--- src/verilog/crsv_regs.vh ---
// Constants for the core regulator start-up sequencer and voltage-code decoder
`ifndef CRSV_REGS_VH
`define CRSV_REGS_VH

// ----------------------------------------------------------------------------
// Register byte offsets
// ----------------------------------------------------------------------------
`define CRSV_OFS_CTRL 8'h00
`define CRSV_OFS_STATUS 8'h04
`define CRSV_OFS_LEVEL 8'h08
`define CRSV_OFS_IRQ_STATUS 8'h0c
`define CRSV_OFS_IRQ_ENABLE 8'h10
`define CRSV_OFS_IRQ_CLEAR 8'h14

// ----------------------------------------------------------------------------
// Fields and reset values
// ----------------------------------------------------------------------------
`define CRSV_CTRL_RESET 1'h1
`define CRSV_IRQ_W 3
`define CRSV_IRQ_CLKEN 0
`define CRSV_IRQ_POWER_GOOD_OUT 1
`define CRSV_IRQ_ABORT 2

// ----------------------------------------------------------------------------
// Voltage levels in 0.5 mV units
// ----------------------------------------------------------------------------
`define CRSV_LVL_W 12
`define CRSV_LVL_TOP 12'hbb8
`define CRSV_LVL_STEP 12'h019
`define CRSV_LVL_BOOT 12'h960
`define CRSV_LVL_TOL 12'h028
`define CRSV_LVL_ZERO 12'h000
`define CRSV_CODE_LAST 7'h77
`define CRSV_SLEW_SOFT 12'h004
`define CRSV_SLEW_FAST 12'h014

// ----------------------------------------------------------------------------
// Timing
// ----------------------------------------------------------------------------
`define CRSV_CLK_MHZ 25
`define CRSV_START_DELAY_US 100
`define CRSV_START_CYCLES (`CRSV_START_DELAY_US * `CRSV_CLK_MHZ)
`define CRSV_SETTLE_CYCLES 13
`define CRSV_PG_DELAY_US 6800
`define CRSV_PG_CYCLES (`CRSV_PG_DELAY_US * `CRSV_CLK_MHZ)
`define CRSV_TMR_W 18

`endif

--- src/verilog/crsv_ramp.v ---
// Slew-limited reference level that steps toward a target on each tick
`timescale 1ns/10ps
`default_nettype none
`include "crsv_regs.vh"

module crsv_ramp #(
  parameter W = `CRSV_LVL_W
) (
  input wire clock_in,
  input wire nrst_in,
  input wire clear_in,
  input wire tick_in,
  input wire [W-1:0] step_in,
  input wire [W-1:0] target_in,
  output reg [W-1:0] level_out
);

  // ----------------------------------------------------------------------------
  // Ramp
  // ----------------------------------------------------------------------------
  // Clamp the last step so the level lands exactly on the target
  always @(posedge clock_in or negedge nrst_in) begin
    if (!nrst_in) begin
      level_out <= {W{1'b0}};
    end else if (clear_in) begin
      level_out <= {W{1'b0}};
    end else if (tick_in) begin
      if (level_out < target_in) begin
        if (target_in - level_out > step_in) begin
          level_out <= level_out + step_in;
        end else begin
          level_out <= target_in;
        end
      end else if (level_out > target_in) begin
        if (level_out - target_in > step_in) begin
          level_out <= level_out - step_in;
        end else begin
          level_out <= target_in;
        end
      end
    end
  end

endmodule // crsv_ramp
`default_nettype wire

--- src/verilog/crsv_top.v ---
// Start-up sequencer, voltage-code decoder and register slave of the core regulator
//
// Decided for this implementation: the Avalon-MM slave port and the register addresses.
`timescale 1ns/10ps
`default_nettype none
`include "crsv_regs.vh"

// Notes on behaviour
// - With the CTRL enable bit set, a rising regulator enable starts the start-up sequence.
// - About 100 us later the reference ramps toward the 1.2 V boot level.
// - Continuous conduction is forced and mode requests ignored until start-up ends.
// - Within 20 mV of boot, 13 clock cycles are counted, then clock-enable goes low.
// - After clock-enable the reference slews fast (10 mV/us) to the code's target.
// - Power good rises roughly 7 ms after the move to the code's target begins.
// - After start-up the output tracks the live value of the 7-bit voltage code.
// - Code zero selects 1.5000 V and each increment lowers the target 12.5 mV.
// - The power-good delay runs from clock-enable assertion, 6.8 ms typical.
module crsv_top #(
  parameter [`CRSV_TMR_W-1:0] PG_CYCLES = `CRSV_PG_CYCLES
) (
  input wire clock_in,
  input wire nrst_in,
  input wire regulator_enable_in,
  input wire [6:0] voltage_code_in,
  input wire mode_request_in,
  input wire [7:0] avs_address_in,
  input wire avs_read_in,
  input wire avs_write_in,
  input wire [31:0] avs_writedata_in,
  output reg [31:0] avs_readdata_out,
  output reg avs_waitrequest_out,
  output reg clock_enable_n_out,
  output reg power_good_out,
  output reg forced_continuous_conduction_out,
  output wire [`CRSV_LVL_W-1:0] regulated_output_out,
  output reg irq_out
);

  // ----------------------------------------------------------------------------
  // States
  // ----------------------------------------------------------------------------
  localparam [2:0] ST_IDLE = 3'h0;
  localparam [2:0] ST_DELAY = 3'h1;
  localparam [2:0] ST_SOFT = 3'h2;
  localparam [2:0] ST_SETTLE = 3'h3;
  localparam [2:0] ST_SLEW = 3'h4;
  localparam [2:0] ST_RUN = 3'h5;

  // Timer loads; the counts are cut to the timer width on purpose
  localparam [31:0] START_LOAD = `CRSV_START_CYCLES - 1;
  localparam [31:0] SETTLE_LOAD = `CRSV_SETTLE_CYCLES - 1;

  reg [2:0] state;
  reg [2:0] next_state;
  reg [`CRSV_TMR_W-1:0] timer;
  reg [`CRSV_TMR_W-1:0] next_timer;
  reg [4:0] us_div;
  reg us_tick;
  reg seq_enable;
  reg enable_d;
  reg [`CRSV_IRQ_W-1:0] irq_status;
  reg [`CRSV_IRQ_W-1:0] irq_enable;
  reg [`CRSV_IRQ_W-1:0] next_irq_status;
  reg [`CRSV_LVL_W-1:0] code_level;
  reg [`CRSV_LVL_W-1:0] ramp_target;
  reg [`CRSV_LVL_W-1:0] ramp_step;
  reg [`CRSV_LVL_W-1:0] boot_gap;
  wire [`CRSV_LVL_W-1:0] level;
  wire enabled;
  wire start_edge;
  wire bus_req;
  wire bus_take;
  wire [`CRSV_IRQ_W-1:0] irq_event;
  wire irq_clear_hit;

  assign enabled = regulator_enable_in & seq_enable;
  assign start_edge = enabled & ~enable_d;
  assign regulated_output_out = level;

  // ----------------------------------------------------------------------------
  // Voltage-code decode
  // ----------------------------------------------------------------------------
  // Codes past the last step read as zero volts
  always @* begin
    if (voltage_code_in > `CRSV_CODE_LAST) begin
      code_level = `CRSV_LVL_ZERO;
    end else begin
      code_level = `CRSV_LVL_TOP - voltage_code_in * `CRSV_LVL_STEP;
    end
  end

  // Distance of the reference from the boot level
  always @* begin
    if (level > `CRSV_LVL_BOOT) begin
      boot_gap = level - `CRSV_LVL_BOOT;
    end else begin
      boot_gap = `CRSV_LVL_BOOT - level;
    end
  end

  // ----------------------------------------------------------------------------
  // Microsecond tick for the slew
  // ----------------------------------------------------------------------------
  // Divide the clock by its megahertz count for a one-cycle pulse each microsecond
  always @(posedge clock_in or negedge nrst_in) begin
    if (!nrst_in) begin
      us_div <= 5'h00;
      us_tick <= 1'b0;
    end else if (us_div == `CRSV_CLK_MHZ - 1) begin
      us_div <= 5'h00;
      us_tick <= 1'b1;
    end else begin
      us_div <= us_div + 5'h01;
      us_tick <= 1'b0;
    end
  end

  // ----------------------------------------------------------------------------
  // Sequencer
  // ----------------------------------------------------------------------------
  // One timer serves the start delay, the settle count and the power-good delay
  always @* begin
    next_state = state;
    next_timer = timer;
    ramp_target = `CRSV_LVL_BOOT;
    ramp_step = `CRSV_SLEW_SOFT;
    case (state)
      ST_IDLE: begin
        ramp_target = `CRSV_LVL_ZERO;
        if (start_edge) begin
          next_state = ST_DELAY;
          next_timer = START_LOAD[`CRSV_TMR_W-1:0];
        end
      end
      ST_DELAY: begin
        ramp_target = `CRSV_LVL_ZERO;
        if (timer == {`CRSV_TMR_W{1'b0}}) begin
          next_state = ST_SOFT;
        end else begin
          next_timer = timer - 1'b1;
        end
      end
      ST_SOFT: begin
        // Tolerance is judged on the digital reference, not on a sensed output
        if (boot_gap <= `CRSV_LVL_TOL) begin
          next_state = ST_SETTLE;
          next_timer = SETTLE_LOAD[`CRSV_TMR_W-1:0];
        end
      end
      ST_SETTLE: begin
        if (timer == {`CRSV_TMR_W{1'b0}}) begin
          next_state = ST_SLEW;
          next_timer = PG_CYCLES - 1'b1;
        end else begin
          next_timer = timer - 1'b1;
        end
      end
      ST_SLEW: begin
        // Power-good delay runs from clock-enable, not from reaching the target
        ramp_target = code_level;
        ramp_step = `CRSV_SLEW_FAST;
        if (timer == {`CRSV_TMR_W{1'b0}}) begin
          next_state = ST_RUN;
        end else begin
          next_timer = timer - 1'b1;
        end
      end
      ST_RUN: begin
        ramp_target = code_level;
        ramp_step = `CRSV_SLEW_FAST;
      end
      default: begin
        next_state = ST_IDLE;
      end
    endcase
    // Losing enable anywhere aborts back to idle
    if (!enabled) begin
      next_state = ST_IDLE;
      next_timer = {`CRSV_TMR_W{1'b0}};
    end
  end

  // State, timer and enable history for the start edge
  always @(posedge clock_in or negedge nrst_in) begin
    if (!nrst_in) begin
      state <= ST_IDLE;
      timer <= {`CRSV_TMR_W{1'b0}};
      enable_d <= 1'b0;
    end else begin
      state <= next_state;
      timer <= next_timer;
      enable_d <= enabled;
    end
  end

  // Pin outputs are registered from the next state so they change with the state and come from flops
  always @(posedge clock_in or negedge nrst_in) begin
    if (!nrst_in) begin
      clock_enable_n_out <= 1'b1;
      power_good_out <= 1'b0;
    end else begin
      clock_enable_n_out <= ~(next_state == ST_SLEW || next_state == ST_RUN);
      power_good_out <= (next_state == ST_RUN);
    end
  end

  // ----------------------------------------------------------------------------
  // Conduction mode
  // ----------------------------------------------------------------------------
  // Mode request only honoured once start-up is complete; a restart forces it again
  always @(posedge clock_in or negedge nrst_in) begin
    if (!nrst_in) begin
      forced_continuous_conduction_out <= 1'b1;
    end else begin
      forced_continuous_conduction_out <= (next_state != ST_RUN) | ~mode_request_in;
    end
  end

  // Reference ramp; held at zero while idle so a restart ramps from scratch
  crsv_ramp #(
    .W(`CRSV_LVL_W)
  ) u_ramp (
    .clock_in(clock_in),
    .nrst_in(nrst_in),
    .clear_in(state == ST_IDLE || state == ST_DELAY),
    .tick_in(us_tick),
    .step_in(ramp_step),
    .target_in(ramp_target),
    .level_out(level)
  );

  // ----------------------------------------------------------------------------
  // Interrupts
  // ----------------------------------------------------------------------------
  assign irq_event[`CRSV_IRQ_CLKEN] = (state == ST_SETTLE) && (next_state == ST_SLEW);
  assign irq_event[`CRSV_IRQ_POWER_GOOD_OUT] = (state == ST_SLEW) && (next_state == ST_RUN);
  assign irq_event[`CRSV_IRQ_ABORT] = (state != ST_IDLE) && !enabled;

  assign irq_clear_hit = bus_take && avs_write_in && (avs_address_in == `CRSV_OFS_IRQ_CLEAR);

  // A new event outranks a clear in the same cycle
  always @* begin
    if (irq_clear_hit) begin
      next_irq_status = (irq_status & ~avs_writedata_in[`CRSV_IRQ_W-1:0]) | irq_event;
    end else begin
      next_irq_status = irq_status | irq_event;
    end
  end

  // The line follows the status it is about to hold, so a clear drops it at once
  always @(posedge clock_in or negedge nrst_in) begin
    if (!nrst_in) begin
      irq_status <= {`CRSV_IRQ_W{1'b0}};
      irq_out <= 1'b0;
    end else begin
      irq_status <= next_irq_status;
      irq_out <= |(next_irq_status & irq_enable);
    end
  end

  // ----------------------------------------------------------------------------
  // Avalon-MM slave
  // ----------------------------------------------------------------------------
  // Two-cycle answer: data is latched in the first, waitrequest drops for the second
  assign bus_req = avs_read_in | avs_write_in;
  assign bus_take = bus_req & ~avs_waitrequest_out;

  always @(posedge clock_in or negedge nrst_in) begin
    if (!nrst_in) begin
      avs_waitrequest_out <= 1'b1;
      avs_readdata_out <= 32'h0000_0000;
    end else begin
      avs_waitrequest_out <= ~(bus_req & avs_waitrequest_out);
      if (bus_req && avs_waitrequest_out && avs_read_in) begin
        case (avs_address_in)
          `CRSV_OFS_CTRL: avs_readdata_out <= {31'h0000_0000, seq_enable};
          `CRSV_OFS_STATUS: avs_readdata_out <= {25'h000_0000, state,
            forced_continuous_conduction_out, power_good_out, clock_enable_n_out, enabled};
          `CRSV_OFS_LEVEL: avs_readdata_out <= {4'h0, code_level, 4'h0, level};
          `CRSV_OFS_IRQ_STATUS: avs_readdata_out <= {29'h0000_0000, irq_status};
          `CRSV_OFS_IRQ_ENABLE: avs_readdata_out <= {29'h0000_0000, irq_enable};
          default: avs_readdata_out <= 32'h0000_0000;
        endcase
      end
    end
  end

  // Writable registers
  always @(posedge clock_in or negedge nrst_in) begin
    if (!nrst_in) begin
      seq_enable <= `CRSV_CTRL_RESET;
      irq_enable <= {`CRSV_IRQ_W{1'b0}};
    end else if (bus_take && avs_write_in) begin
      if (avs_address_in == `CRSV_OFS_CTRL) begin
        seq_enable <= avs_writedata_in[0];
      end
      if (avs_address_in == `CRSV_OFS_IRQ_ENABLE) begin
        irq_enable <= avs_writedata_in[`CRSV_IRQ_W-1:0];
      end
    end
  end

endmodule // crsv_top
`default_nettype wire

--- config.mk ---
export PLATFORM = sky130hd
export DESIGN_NAME = crsv_top
export DESIGN_NICKNAME = d
export VERILOG_FILES = /design/src/verilog/crsv_ramp.v /design/src/verilog/crsv_top.v
export VERILOG_INCLUDE_DIRS = /design/src /design/src/verilog
export SDC_FILE = /design/constraint.sdc
export NUM_CORES = 1
export LEC_CHECK = 0
export BUFFER_PORTS_ARGS = -buffer_cell sky130_fd_sc_hd__buf_2
export CAP_MARGIN = 20
export CORE_MARGIN = 2
export CORE_UTILIZATION = 62
export DETAILED_ROUTE_END_ITERATION = 16
export GPL_ROUTABILITY_DRIVEN = 0
export GPL_TIMING_DRIVEN = 0
export PLACE_DENSITY = 0.93
export SYNTH_ARGS = -nofsm -noshare
export SYNTH_HDL_FRONTEND = slang
export SYNTH_SLANG_ARGS = --single-unit
export TNS_END_PERCENT = 1
--- constraint.sdc ---
create_clock -name clock_in -period 13.4 [get_ports clock_in]
set_input_delay 1.34 -clock clock_in [delete_from_list [all_inputs] [get_ports clock_in]]
set_output_delay 1.34 -clock clock_in [all_outputs]
set_load 0.01 [all_outputs]
==> metrics <==
DRC 0; Total Die Area 11,700 um2; number of synthesized flops with an enable pin 0; Seq. cell area 1910 um2; critical path launch point type input port; switching power 0.158 mW; clock tree from TritonCTS done; Clk pwr share 0.351; FP Rows 38; maximum level of the CTS H-tree 3; die boundary width 108 um; most used flip-flop cell after synthesis dfrtp_1; cell repeated most along the worst path inv_1; I/O pin cnt 102; via count of the first global-routing pass 6,197; starting density of the core 0.628; Worst Path Max Fanout 10; Setup TNS 0 ns; total vias in the final route 6,697; Critical Path, Cell by Cell buf_2 > inv_1 > ha_1 > inv_1 > fa_1 > inv_1 > fa_1 > ha_1 > or3_1 > o22ai_1 > xnor2_1 > and2_1 > a21oi_1 > inv_1 > ha_1 > and3_1 > nand3_1 > o21bai_1 > o21ai_0 > a21oi_1 > a211oi_1 > inv_1 > and2_1 > a32o_1; # port buffers 63; Synth cell types 75; placed wire-length estimate after detailed placement 13,900 um; Final Hold Fails 0; Diodes inserted 0; violation count after the first detailed-route iteration 740; first-pass GRT wire length 30,200 um; clock transition time at the flip-flop clock pins of the worst setup and hold paths 0.10 ns; Floorplan Core Area 10,700 um2; clk sink count 76; Post-Route Skew 0.0146 ns; data required time at the worst endpoint 13.66 ns; layout cell share with drive strength beyond 1 0.149; synthesis-stage register bit count 76; Slowest Stage Delay on Critical Path 1.04 ns; Layout area overhead 11.1%; Max VDD drop 0.0000777 V; post-route antenna net violation count 0; area of the mapped netlist 6720 um2; Worst-Skew Late Latency 0.36 ns; RSZ-0062 raised after global routing no; MaxCap Viol Count 0; GRT Total Usage 0.326; outcome finished, final reports clean; FFs w/ async S/R, synth 1.00; clock period minus final worst setup slack 7.46 ns; average cell area after synthesis 8.25 um2; Flop pwr share 0.449; total of cells resized after clock tree synthesis 0; Max Root-Sink Buffers 2; number of antenna violations at the first check in global routing 0; number of fillers in the final layout 785; overall die height 108 um; sequential area share after synthesis 0.284; Crit-path slowest cell a211oi_1; per-cell routed wire length 17.7 um; clock buffers created by TritonCTS 9; maximum number of pins on one net before global-route repair 67; Final Core Density 0.698; class of the tightest hold or removal check reg -> reg; Remaining Overflow, GRT 0; setup-violating endpoint count in the final report 0; clock tree root buffer cell clkbuf_8; cts hold-fix bufs 0; capturing element type of the critical path flop; reg-to-reg slack, setup 7.70 ns; Rel. slew slack 0.212; Max Transition Viols Final 0; Switching Share 0.306; Crit Path Category in -> reg; most common cell after layout, fill and taps aside nand2_1; CP Data Arrival Time 7.72 ns; Highest Clock Rate 0.134 GHz; Least-Margin Pin Slew 1.17 ns; area used by multi-input combinational logic 4360 um2; commonest non-fill, non-tap cells in the layout nand2_1, inv_1, dfrtp_1, buf_2, ha_1; via/cell ratio 6.43; TritonRoute pass-1 iters 6; leakage power of the design 3.57 nW; Power Internal 0.358 mW; drt total wl 18,400 um; Synth warnings 0; final critical-path share of the clock period 0.557; net count of the finished layout 1,021; PD cells 69.1 nW/um2; cells after synthesis 815; combinational fraction of design power 0.200; buffers inserted by post-CTS timing repair 0
==> kinds of logic (layout without fill, tap and decap cells) <==
| family | after synthesis | count (layout) | synth area share |
|---|---|---|---|
| AO/OA/AOI/OAI | 238 | 238 | 0.243 |
| other | 1 | 8 | 0.000558 |
| buffers and inverters | 117 | 197 | 0.0717 |
| XOR/XNOR | 31 | 31 | 0.0404 |
| flip-flops | 76 | 76 | 0.284 |
| adder cells (fa/ha/maj) | 71 | 71 | 0.138 |
| multiplexers | 14 | 14 | 0.0225 |
| AND/OR/NAND/NOR | 267 | 267 | 0.200 |
==> synth_stat cells, types with 5 or more instances <==
| cell | number | share of area |
|---|---|---|
| or4_1 | 5 | 0.0056 |
| or3_1 | 9 | 0.0084 |
| nor3_1 | 30 | 0.022 |
| o211ai_1 | 9 | 0.010 |
| clkbuf_1 | 26 | 0.015 |
| xor2_1 | 11 | 0.014 |
| a31oi_1 | 13 | 0.012 |
| a211oi_1 | 12 | 0.013 |
| a22oi_1 | 5 | 0.0056 |
| o21a_1 | 11 | 0.012 |
| a32o_1 | 5 | 0.0074 |
| buf_2 | 7 | 0.0052 |
| xnor2_1 | 20 | 0.026 |
| nor2b_1 | 12 | 0.011 |
| o221a_2 | 5 | 0.0084 |
| dfrtp_1 | 72 | 0.27 |
| a22o_1 | 13 | 0.017 |
| inv_1 | 73 | 0.041 |
| nor2_1 | 56 | 0.031 |
| buf_4 | 9 | 0.010 |
| nor3b_1 | 7 | 0.0078 |
| o21ai_0 | 52 | 0.039 |
| nor4_1 | 5 | 0.0047 |
| nand3_1 | 21 | 0.016 |
| nand2_1 | 76 | 0.042 |
| a21oi_1 | 50 | 0.037 |
| mux2i_1 | 5 | 0.0074 |
| mux2_2 | 9 | 0.015 |
| or2_2 | 10 | 0.0093 |
| fa_1 | 5 | 0.015 |
| and2_1 | 10 | 0.0093 |
| ha_1 | 66 | 0.12 |
| a21o_1 | 9 | 0.010 |
| nand2b_1 | 5 | 0.0047 |
==> worst max-delay path, delay by kind of cell <==
family	cells	cell delay, ns
AOI/OAI and AO/OA	7	2.71
adders and majority gates	5	1.71
xor gates and xnor gates	1	0.10
and+or+nand+nor	5	1.13
buffers and inverters	6	0.72
==> layout make-up <==
class                   instances  area share
clock inverters                 6     0.00955
multi-input cells             629       0.584
inverters                      73      0.0367
repair buffers                 64      0.0463
plain buffers                  44      0.0278
clock buffers                  10      0.0171
flip-flops and latches         76       0.255
well taps                     140      0.0235
==> through the flow <==
step / worst slack, ns / total power [mW] / std cells / cell area, um2 / hold WS [ns]
floorplan: 7.09 / 0.305 / 822 / 6750 / 0.454
global placement: 5.86 / 0.331 / 1025 / 7240 / 0.463
detailed placement: 5.86 / 0.337 / 1026 / 7270 / 0.468
CTS: 6.18 / 0.515 / 1042 / 7470 / 0.486
global route: 5.68 / 0.541 / 1042 / 7470 / 0.512
finish: 5.94 / 0.516 / 1042 / 7470 / 0.481
==> power groups by stage <==
| stage | logic (mW) | clock network, mW | registers [mW] |
|---|---|---|---|
| CTS | 0.102 | 0.182 | 0.232 |
| floorplan | 0.0682 | 0 | 0.236 |
| global route | 0.116 | 0.192 | 0.232 |
| detailed placement | 0.101 | 0 | 0.236 |
| finish | 0.103 | 0.181 | 0.232 |
| global placement | 0.0948 | 0 | 0.236 |
==> path summary, 6_finish.rpt <==
path,depth (start not counted),from,to
worst max register to register,22,state[1],u_ramp.level_out[7]
min in group asynchronous,1,nrst_in,u_ramp.level_out[1]
worst max-delay path,24,voltage_code_in[3],u_ramp.level_out[0]
max in group asynchronous,2,nrst_in,seq_enable
worst min-delay path,1,us_div[0],us_div[0]
worst min register to register,1,us_div[0],us_div[0]
==> flip-flops by register name (all words and copies together), names as in the netlist <==
signal,flops
avs_readdata_out,24
state,3
enable_d,1
u_ramp.level_out,12
clock_enable_n_out,1
irq_status,3
us_div,5
avs_waitrequest_out,1
seq_enable,1
irq_enable,3
us_tick,1
irq_out,1
power_good_out,1
timer,18
forced_continuous_conduction_out,1
==> per-layer routing <==
layer	vias up	global-route usage	share of wire
li1	3085	-	-
met1	3144	0.455	0.41
met3	66	0.0609	0.099
met4	0	0.115	0.033
met5	-	0	0
met2	402	0.510	0.46
No activity file was read; power rests on OpenSTA's default activity.
